==> src/hw/flash_seq_pkg.sv <==
// constants shared by both ends of the serial flash command link
// assumes a 40 MHz ref_clk on both ends
package flash_seq_pkg;

	// =========================================================
	// opcodes
	localparam logic [7:0] OP_LOAD_B1    = 8'h53;
	localparam logic [7:0] OP_LOAD_B2    = 8'h55;
	localparam logic [7:0] OP_COMP_B1    = 8'h60;
	localparam logic [7:0] OP_COMP_B2    = 8'h61;
	localparam logic [7:0] OP_REFRESH_B1 = 8'h58;
	localparam logic [7:0] OP_REFRESH_B2 = 8'h59;
	localparam logic [7:0] OP_STATUS     = 8'hd7;

	// =========================================================
	// frame and address layout
	localparam int OPC_BITS    = 8;
	localparam int FRAME_BITS  = 32;
	localparam int PAGE_BITS   = 13;
	localparam int LSB_528     = 10;
	localparam int LSB_512     = 9;

	// =========================================================
	// status byte one fields
	localparam int ST_READY    = 7;
	localparam int ST_COMP     = 6;
	localparam int ST_DENS_LO  = 2;
	localparam int ST_PROTECT  = 1;
	localparam int ST_PSIZE    = 0;
	// density code: value is arbitrary
	localparam logic [3:0] DENSITY_CODE = 4'h0;

	// =========================================================
	// self-timed operation durations
	localparam int CLK_NS              = 25;
	localparam int PAGE_LOAD_TIME_NS   = 20000;
	localparam int COMPARE_TIME_NS     = 20000;
	localparam int REFRESH_CYCLE_TIME_NS = 60000;
	localparam logic [11:0] PAGE_LOAD_CYC =
		12'(PAGE_LOAD_TIME_NS / CLK_NS);
	localparam logic [11:0] COMPARE_CYC =
		12'(COMPARE_TIME_NS / CLK_NS);
	localparam logic [11:0] WRITEBACK_CYC =
		12'((REFRESH_CYCLE_TIME_NS - PAGE_LOAD_TIME_NS) / CLK_NS);

	// =========================================================
	// host side link clock and register map
	localparam logic [3:0] SCK_HALF     = 4'h8;
	localparam logic [3:0] REG_CMD      = 4'h0;
	localparam logic [3:0] REG_STAT     = 4'h4;
	localparam int CMD_PAGE_LO          = 8;
	localparam int CMD_PSIZE            = 24;
	localparam int STAT_BYTE_LO         = 8;
	localparam logic [5:0] BITS_WRAP    = 6'h3f;
	localparam logic [5:0] BITS_REWIND  = 6'h20;

	typedef enum logic [1:0] {
		KIND_LOAD    = 2'b00,
		KIND_COMPARE = 2'b01,
		KIND_REFRESH = 2'b10
	} op_kind_t;

endpackage

==> src/hw/spi_link_if.sv <==
// serial link between the host controller and the flash command block
// assumes both ends run on the same kind of ref_clk; sck is made by host
`timescale 1ns/100ps
interface spi_link_if;
	logic cs_n;
	logic sck;
	logic si;
	logic so;
	logic so_oe;

	modport dev  (input cs_n, sck, si, output so, so_oe);
	modport host (output cs_n, sck, si, input so, so_oe);
endinterface

==> src/hw/flash_cmd_dev.sv <==
// device end: decodes page buffer operations and streams status
// assumes host drives the link in spi mode 0 at most ref_clk/8
//
// The Avalon-MM interface to the registers and the placing of the registers were chosen for this implementation.
`timescale 1ns/100ps

module flash_cmd_dev
	import flash_seq_pkg::*;
(
	// clock and reset
	input  wire logic                 ref_clk,
	input  wire logic                 arst_n,
	// link
	spi_link_if.dev                   link,
	// configuration from the array side
	input  wire logic                 page_size_512,
	input  wire logic                 protect_en,
	input  wire logic                 compare_differs,
	// operation requests to the array side
	output logic                      op_start,
	output op_kind_t                  op_kind,
	output logic                      op_buf2,
	output logic [PAGE_BITS-1:0]      page_number_bits,
	output logic                      busy
);

	typedef enum logic [1:0] {
		D_IDLE = 2'b00,
		D_LOAD = 2'b01,
		D_COMP = 2'b10,
		D_BACK = 2'b11
	} dev_state_t;

	// =========================================================
	// input synchronisers
	logic [2:0]            cs_sq;
	logic [2:0]            sck_sq;
	logic [1:0]            si_sq;
	logic                  sck_rise;
	logic                  sck_fall;
	logic                  cs_rise;
	logic                  cs_low;

	always_ff @(posedge ref_clk or negedge arst_n) begin
		if (!arst_n) begin
			cs_sq  <= 3'h7;
			sck_sq <= 3'h0;
			si_sq  <= 2'h0;
		end else begin
			cs_sq  <= {cs_sq[1:0], link.cs_n};
			sck_sq <= {sck_sq[1:0], link.sck};
			si_sq  <= {si_sq[0], link.si};
		end
	end

	assign cs_low   = ~cs_sq[1];
	assign cs_rise  = cs_sq[1] & ~cs_sq[2];
	assign sck_rise = cs_low & sck_sq[1] & ~sck_sq[2];
	assign sck_fall = cs_low & ~sck_sq[1] & sck_sq[2];

	// =========================================================
	// command shifter
	logic [FRAME_BITS-1:0] sh_q;
	logic [5:0]            cnt_q;
	logic                  stat_mode_q;
	logic [FRAME_BITS-1:0] sh_d;

	assign sh_d = {sh_q[FRAME_BITS-2:0], si_sq[1]};

	always_ff @(posedge ref_clk or negedge arst_n) begin
		if (!arst_n) begin
			sh_q  <= '0;
			cnt_q <= 6'h0;
		end else if (!cs_low) begin
			cnt_q <= 6'h0;
		end else if (sck_rise) begin
			sh_q <= sh_d;
			// stop one past a full frame so longer frames never launch
			if (cnt_q != 6'(FRAME_BITS + 1))
				cnt_q <= cnt_q + 6'h1;
		end
	end

	always_ff @(posedge ref_clk or negedge arst_n) begin
		if (!arst_n) begin
			stat_mode_q <= 1'b0;
		end else if (!cs_low) begin
			stat_mode_q <= 1'b0;
		end else if (sck_rise && cnt_q == 6'(OPC_BITS - 1)
				&& sh_d[OPC_BITS-1:0] == OP_STATUS) begin
			stat_mode_q <= 1'b1;
		end
	end

	// =========================================================
	// opcode and address decode at select release
	logic                  valid_op;
	logic                  buf2_d;
	op_kind_t              kind_d;
	logic [PAGE_BITS-1:0]  page_d;
	logic [23:0]           addr;

	assign addr = sh_q[23:0];

	always_comb begin
		valid_op = 1'b1;
		kind_d   = KIND_LOAD;
		unique case (sh_q[31:24])
			OP_LOAD_B1, OP_LOAD_B2:       kind_d = KIND_LOAD;
			OP_COMP_B1, OP_COMP_B2:       kind_d = KIND_COMPARE;
			OP_REFRESH_B1, OP_REFRESH_B2: kind_d = KIND_REFRESH;
			default:                      valid_op = 1'b0;
		endcase
		// buffer choice is not one opcode bit for every kind
		buf2_d = sh_q[31:24] == OP_LOAD_B2
			|| sh_q[31:24] == OP_COMP_B2
			|| sh_q[31:24] == OP_REFRESH_B2;
		if (page_size_512)
			page_d = addr[LSB_512 +: PAGE_BITS];
		else
			page_d = addr[LSB_528 +: PAGE_BITS];
	end

	// =========================================================
	// self-timed operation sequencer
	dev_state_t            st_q;
	logic [11:0]           tmr_q;
	logic                  comp_q;
	logic                  launch;
	logic                  tmr_done;

	assign launch   = cs_rise && cnt_q == 6'(FRAME_BITS) && valid_op
		&& st_q == D_IDLE;
	assign tmr_done = tmr_q == 12'h0;

	always_ff @(posedge ref_clk or negedge arst_n) begin
		if (!arst_n) begin
			st_q  <= D_IDLE;
			tmr_q <= 12'h0;
		end else begin
			if (!tmr_done)
				tmr_q <= tmr_q - 12'h1;
			unique case (st_q)
				D_IDLE: if (launch) begin
					st_q  <= kind_d == KIND_COMPARE ? D_COMP : D_LOAD;
					tmr_q <= kind_d == KIND_COMPARE ? COMPARE_CYC - 12'h1
						: PAGE_LOAD_CYC - 12'h1;
				end
				D_LOAD: if (tmr_done) begin
					st_q  <= op_kind == KIND_REFRESH ? D_BACK : D_IDLE;
					tmr_q <= WRITEBACK_CYC - 12'h1;
				end
				D_COMP: if (tmr_done)
					st_q <= D_IDLE;
				D_BACK: if (tmr_done)
					st_q <= D_IDLE;
			endcase
		end
	end

	always_ff @(posedge ref_clk or negedge arst_n) begin
		if (!arst_n) begin
			op_start         <= 1'b0;
			op_kind          <= KIND_LOAD;
			op_buf2          <= 1'b0;
			page_number_bits <= '0;
		end else begin
			op_start <= launch;
			if (launch) begin
				op_kind          <= kind_d;
				op_buf2          <= buf2_d;
				page_number_bits <= page_d;
			end
		end
	end

	always_ff @(posedge ref_clk or negedge arst_n) begin
		if (!arst_n)
			comp_q <= 1'b0;
		else if (st_q == D_COMP && tmr_done)
			comp_q <= compare_differs;
	end

	assign busy = st_q != D_IDLE;

	// =========================================================
	// status streaming
	logic [7:0]            byte_one;
	logic [7:0]            byte_two;
	logic [7:0]            out_sh_q;
	logic [2:0]            out_bit_q;
	logic                  sel_two_q;
	logic                  so_q;
	logic                  oe_q;
	logic [7:0]            word;

	always_comb begin
		byte_one                          = 8'h00;
		byte_one[ST_READY]                = ~busy;
		byte_one[ST_COMP]                 = comp_q;
		byte_one[ST_DENS_LO +: 4]         = DENSITY_CODE;
		byte_one[ST_PROTECT]              = protect_en;
		byte_one[ST_PSIZE]                = page_size_512;
		byte_two                          = 8'h00;
		byte_two[ST_READY]                = ~busy;
		word = sel_two_q ? byte_two : byte_one;
	end

	always_ff @(posedge ref_clk or negedge arst_n) begin
		if (!arst_n) begin
			out_sh_q  <= 8'h00;
			out_bit_q <= 3'h0;
			sel_two_q <= 1'b0;
			so_q      <= 1'b0;
			oe_q      <= 1'b0;
		end else if (!stat_mode_q) begin
			out_bit_q <= 3'h0;
			sel_two_q <= 1'b0;
			oe_q      <= 1'b0;
		end else if (sck_fall) begin
			out_bit_q <= out_bit_q + 3'h1;
			oe_q      <= 1'b1;
			if (out_bit_q == 3'h0) begin
				so_q      <= word[7];
				out_sh_q  <= {word[6:0], 1'b0};
				sel_two_q <= ~sel_two_q;
			end else begin
				so_q     <= out_sh_q[7];
				out_sh_q <= {out_sh_q[6:0], 1'b0};
			end
		end
	end

	assign link.so    = so_q;
	assign link.so_oe = oe_q & cs_low;

endmodule

==> src/flat_wrapper.sv <==
// flat-port wrapper written by rule: the top's interface ports become plain ports
module flash_cmd_dev_flat import flash_seq_pkg::*;
  (ref_clk, arst_n, page_size_512, protect_en, compare_differs, op_start, op_kind, op_buf2, page_number_bits, busy, link_cs_n, link_sck, link_si, link_so, link_so_oe);
  spi_link_if link_i ();
  input  wire logic ref_clk;
  input  wire logic arst_n;
  input  wire logic page_size_512;
  input  wire logic protect_en;
  input  wire logic compare_differs;
  output logic op_start;
  output op_kind_t op_kind;
  output logic op_buf2;
  output logic [PAGE_BITS-1:0] page_number_bits;
  output logic busy;
  input wire logic [$bits(link_i.cs_n)-1:0] link_cs_n;
  input wire logic [$bits(link_i.sck)-1:0] link_sck;
  input wire logic [$bits(link_i.si)-1:0] link_si;
  output wire logic [$bits(link_i.so)-1:0] link_so;
  output wire logic [$bits(link_i.so_oe)-1:0] link_so_oe;
  assign link_i.cs_n = link_cs_n;
  assign link_i.sck = link_sck;
  assign link_i.si = link_si;
  assign link_so = link_i.so;
  assign link_so_oe = link_i.so_oe;
  flash_cmd_dev u_core (.ref_clk(ref_clk), .arst_n(arst_n), .link(link_i), .page_size_512(page_size_512), .protect_en(protect_en), .compare_differs(compare_differs), .op_start(op_start), .op_kind(op_kind), .op_buf2(op_buf2), .page_number_bits(page_number_bits), .busy(busy));
endmodule
==> config.mk <==
export PLATFORM = sky130hd
export DESIGN_NAME = flash_cmd_dev_flat
export DESIGN_NICKNAME = d
export VERILOG_FILES = /design/src/hw/flash_seq_pkg.sv /design/src/hw/spi_link_if.sv /design/src/hw/flash_cmd_dev.sv /design/src/flat_wrapper.sv
export SDC_FILE = /design/constraint.sdc
export NUM_CORES = 1
export LEC_CHECK = 0
export BUFFER_PORTS_ARGS = -buffer_cell sky130_fd_sc_hd__buf_2
export CAP_MARGIN = 40
export CORE_MARGIN = 5
export CORE_UTILIZATION = 59
export DETAILED_ROUTE_END_ITERATION = 16
export GPL_TIMING_DRIVEN = 1
export PLACE_DENSITY = 0.82
export SLEW_MARGIN = 20
export SYNTH_ARGS = -nofsm -noshare
export SYNTH_HDL_FRONTEND = slang
export SYNTH_SLANG_ARGS = --single-unit
==> constraint.sdc <==
create_clock -name ref_clk -period 3 [get_ports ref_clk]
set_input_delay 0.3 -clock ref_clk [delete_from_list [all_inputs] [get_ports ref_clk]]
set_output_delay 0.3 -clock ref_clk [all_outputs]
set_load 0.01 [all_outputs]
Yosys cells after proc, flatten, opt, wreduce, memory -nomap -nowiden. Cells that the tools add are included.

Add/subtract/negate cells: 3. Reductions and logical operators: 24. Equal/unequal tests: 20. Bitwise operators: 12. Muxes and demuxes: 28.

Operators with widths (number): 8-bit by 7-bit == test with 1-bit output (second input constant) (6); 12-bit two-way mux (3); 12-bit case mux with 2 select lines (1); 6-bit two-way mux (3); 13-bit two-way mux (1); 12-bit logical NOT (1); 12-bit by 1-bit subtractor with 12-bit output (second input constant) (1); 2-bit two-way mux (5); 1-bit two-way mux (9); 8-bit == test (second input constant) (1); 8-bit two-way mux (1); 2-bit by 1-bit inequality test with 1-bit output (second input constant) (4); 2-bit AND reduction (4); 2-bit nonzero test (4); 7-bit two-way mux (1); 6-bit by 1-bit adder with 6-bit output (second input constant) (1); 1-bit AND (6); 2-bit == test (second input constant) (3); 6-bit by 3-bit == test with 1-bit output (second input constant) (1); 6-bit == test (second input constant) (1); 1-bit logical AND (6); 3-bit two-way mux (2); 6-bit inequality test (second input constant) (1); 1-bit inverter (6); other kinds (11) (15).

Word-level logic and storage cells: 105. Bits in registers: 93. Output and inout bits: 20. Bits of input ports: 8.

Depth between registers and ports, before layout.
Depth after elaboration: 7. Mapped depth: 10. Mapped depth without buffers: 9.

Worst setup path before layout. Ideal clock, no wire load.

Path type: flip-flop to flip-flop. From: reg u_core.tmr_q[0]. To: reg u_core.comp_q. Arrival time: 2.228 ns. Setup slack: 0.647 ns. Period minus slack after synthesis: 2.353 ns. Required time: 2.875 ns. Cell stages (with the launch flop): 8. Setup time: 0.125 ns. Buffers on the path: 1. Cells stage by stage: dfrtp_1 inv_1 ha_1 or4b_1 buf_2 or3_1 or3b_1 mux2_4.

Word-level cells in the longest chain between the ends: 2.

Ends and longest elaborated chain: start, declared (line flash_cmd_dev.sv:127) `logic [11:0] tmr_q;`; start signal, assigned (line flash_cmd_dev.sv:142) `tmr_q <= tmr_q - 12'h1;`; start signal, assigned (line flash_cmd_dev.sv:146) `tmr_q <= kind_d == KIND_COMPARE ? COMPARE_CYC - 12'h1`; start signal, assigned (line flash_cmd_dev.sv:151) `tmr_q <= WRITEBACK_CYC - 12'h1;`; 12-bit logical NOT (line flash_cmd_dev.sv:134) `assign tmr_done = tmr_q == 12'h0;`; 1-bit logical AND (line flash_cmd_dev.sv:180) `else if (st_q == D_COMP && tmr_done)`; end signal, assigned (line flash_cmd_dev.sv:181) `comp_q <= compare_differs;`; end, declared (line flash_cmd_dev.sv:128) `logic comp_q;`.

No other way between the ends. A chain may end at the register's enable or synchronous reset.

Final worst setup path. Same ends and word-level chain as after synthesis.

==> impl_results.md <==
* Worst-path cell chain: inv_1, ha_1, or4b_1, or3_1, or3b_1, mux2_4
* Final cell count without fillers at 468
* Drt total wl at 7.09 mm
* Area grow syn2layout at 11.6%
* PwrDens at 488 mW/mm2
* DRC Markers at 0
* Total power at 2.26 mW
* Final worst slack at 481 ps
* Netlist cell types at 49
* Leak at 2.30 nW
* Commonest cells in the netlist: 89 x dfrtp_1, 62 x mux2_2, 18 x nand2_1, 14 x nor2_1, 12 x o21ai_0
* Max clock buf depth at 2
* Cell depth of the worst flop-to-flop path at 6
* Antenna violations before repair at 0
* Initial Util at 0.608
* Post-synthesis cell type with the largest combined area: dfrtp_1
* Fin Clk Skew at 9.02 ps
* Buffers on Ports at 27
* Sum of negative setup slack at 0 ps
* Detail Route Antenna Nets at 0
* Kind of critical path: reg -> reg
* Top-count cell post-synth: dfrtp_1
* DRT iter0 DRCs at 141
* CP required at 3250 ps
* Sequential fraction of the synthesis area at 0.556
* Worst-path maximum fanout at 5
* Worst-path clk slew at 90 ps
* WP data arrival at 2770 ps
* Worst Hold Path Cells at 1
* First-pass GRT wire length at 12.3 mm
* Die area at 0.00881 mm2
* CTS resizes at 0
* CTS root buffer: clkbuf_8
* Overflow after GRT at 0
* Ys flop type: dfrtp_1
* Post-synth EDFFs at 0
* Final RePlAce weighted congestion at 0.764
* Clock Sink Count at 92
* Wirelength per Cell at 15.2 um
* Critical Path End Type: register
* Vert. Die Dim at 93.9 um
* Worst hold slack at 30.2 ps
* Via count at 2605
* Yosys warns at 0
* Max frequency at 0.397 GHz
* Max-Cap Viols at 0
* Fin. max-slew vios at 0
* Ports at 28
* H-tree depth at 3
* Vias per std cell at 5.57
* Fraction of registers with async set/reset at 1.00
* Die W at 93.9 um
* Min cycle time layout at 2520 ps
* Share of Yosys cell area claimed by the top area cell type at 0.537
* Dpl cells at 451
* Post-Syn Nets at 352
* Tightest Pin Transition at 604 ps
* Syn_area_per_cell at 12.4 um2
* Share of cells above drive strength 1 at 0.325
* Yosys reg bits at 92
* Core Footprint at 0.00683 mm2
* Unrepaired setup endpoints after global routing: false
* Place WS at 527 ps
* Fillers at 513
* Hold Crit Class: in -> reg
* Post-layout util at 0.678
* Run status: completed
* Register area at 0.00231 mm2
* Clock buffer count from CTS at 9
* Vias in the first global route at 2578
* Design Area, Final at 0.00463 mm2
* TritonCTS clock tree: yes
* Mapped Cells at 336
* Fin crit share at 0.840
* Nets at 383
* CP max stage delay at 550 ps
* Relative slew slack at 0.592
* Post-DP Area at 0.00443 mm2
* CP Launch Type: register
* Setup-failing EPs final at 0
* Largest net degree at the start of global routing at 52
* Largest cells by area after synthesis: dfrtp_1 54%, mux2_2 17%, ha_1 2.4%
* Later-pin clock latency in the skew report at 360 ps
* Multi-input logic area at 0.00177 mm2
* 1st-pass router iterations at 4
* Max IR drop VDD at 0.000386 V
* Slowest-stage cell, CP: or4b_1
* Final Hold Viols at 0
* Detailed placement HPWL at 4.78 mm
* Post-Syn Area at 0.00415 mm2
* Site row count at 30
* Diodes inserted at 0
* Total Routing Usage GR at 0.178
[flip-flops by register name, summed over array words and instances (netlist names)]
signal / cells
u_core.oe_q: 1
u_core.sh_q: 32
u_core.op_start: 1
u_core.out_sh_q: 7
u_core.tmr_q: 12
u_core.stat_mode_q: 1
u_core.sck_sq: 3
u_core.op_kind: 2
u_core.st_q: 2
u_core.cs_sq: 3
u_core.page_number_bits: 13
u_core.op_buf2: 1
u_core.sel_two_q: 1
u_core.out_bit_q: 3
u_core.cnt_q: 6
u_core.link.so: 1
u_core.comp_q: 1
u_core.si_sq: 2
[final timing paths]
path | end | from | slack (ps)
worst max-delay path | u_core.comp_q$_DFFE_PN0P_ | u_core.tmr_q[0]$_DFF_PN0_ | 480
worst min-delay path | u_core.cs_sq[0]$_DFF_PN1_ | link_cs_n | 30
worst max register to register | u_core.comp_q$_DFFE_PN0P_ | u_core.tmr_q[0]$_DFF_PN0_ | 480
worst min register to register | u_core.si_sq[1]$_DFF_PN0_ | u_core.si_sq[0]$_DFF_PN0_ | 350
max in group asynchronous | u_core.cs_sq[0]$_DFF_PN1_ | arst_n | 1840
min in group asynchronous | u_core.out_sh_q[3]$_DFFE_PN0P_ | arst_n | 470
[kinds of logic after synthesis]
group           after synthesis  synth area share
simple gates                 97             0.134
flops                        92             0.556
mux                          66             0.179
compound gates               39            0.0630
buf+inv                      24            0.0229
xor+xnor                     10            0.0211
fa+ha+maj                     8            0.0241
[final cells by class]
type                            instances  area share
Sequential cell                        92       0.498
Tap cell                               96      0.0259
Multi-Input combinational cell        220       0.382
Timing Repair Buffer                   34      0.0443
Inverter                               10     0.00810
Clock inverter                          7      0.0146
Clock buffer                            9      0.0267
[critical path, delay by kind of cell (launching register included)]
kind / cells / cell delay, ps
multiplexers: 1 / 310
AND/OR/NAND/NOR: 3 / 1400
buffers and inverters: 1 / 110
flip-flops: 1 / 420
adder cells (fa/ha/maj): 1 / 170
[routing by layer]
metal | vias to the layer above | share of wire | routed length [um] | GRT usage
met4 | 0 | 0.016 | 113 | 0.0650
met3 | 12 | 0.034 | 239 | 0.0473
met5 | - | 0 | 0 | 0
li1 | 1257 | - | - | -
met1 | 1300 | 0.48 | 3400 | 0.246
met2 | 36 | 0.47 | 3340 | 0.271
[cells in the final DEF (no fill, tap or decap), drive strengths merged, types with 4 or more instances in the layout]
master   n
nand2b   8
or4      5
nor3b    5
clkbuf   9
ha       8
o21ai   12
dfrtp   89
nor3     7
a21oi    7
buf     33
nor2b    6
nor4     4
mux2    63
xnor2    5
inv     14
or3      6
nand2   18
xor2     5
and2     4
nor2    14
nand4    4
[power by group]
part,switching (mW),internal [mW]
clock,0.468,0.324
combinational,0.0564,0.0680
sequential,0.0421,1.30
total,0.567,1.69
[repair_timing]
item	CTS	global route
hold buffers	1	0
endpoints found under the hold margin	40	0
buffers inserted	0	0
setup endpoints to repair	0	0
Note: power is estimated with default switching activity, not from simulation.
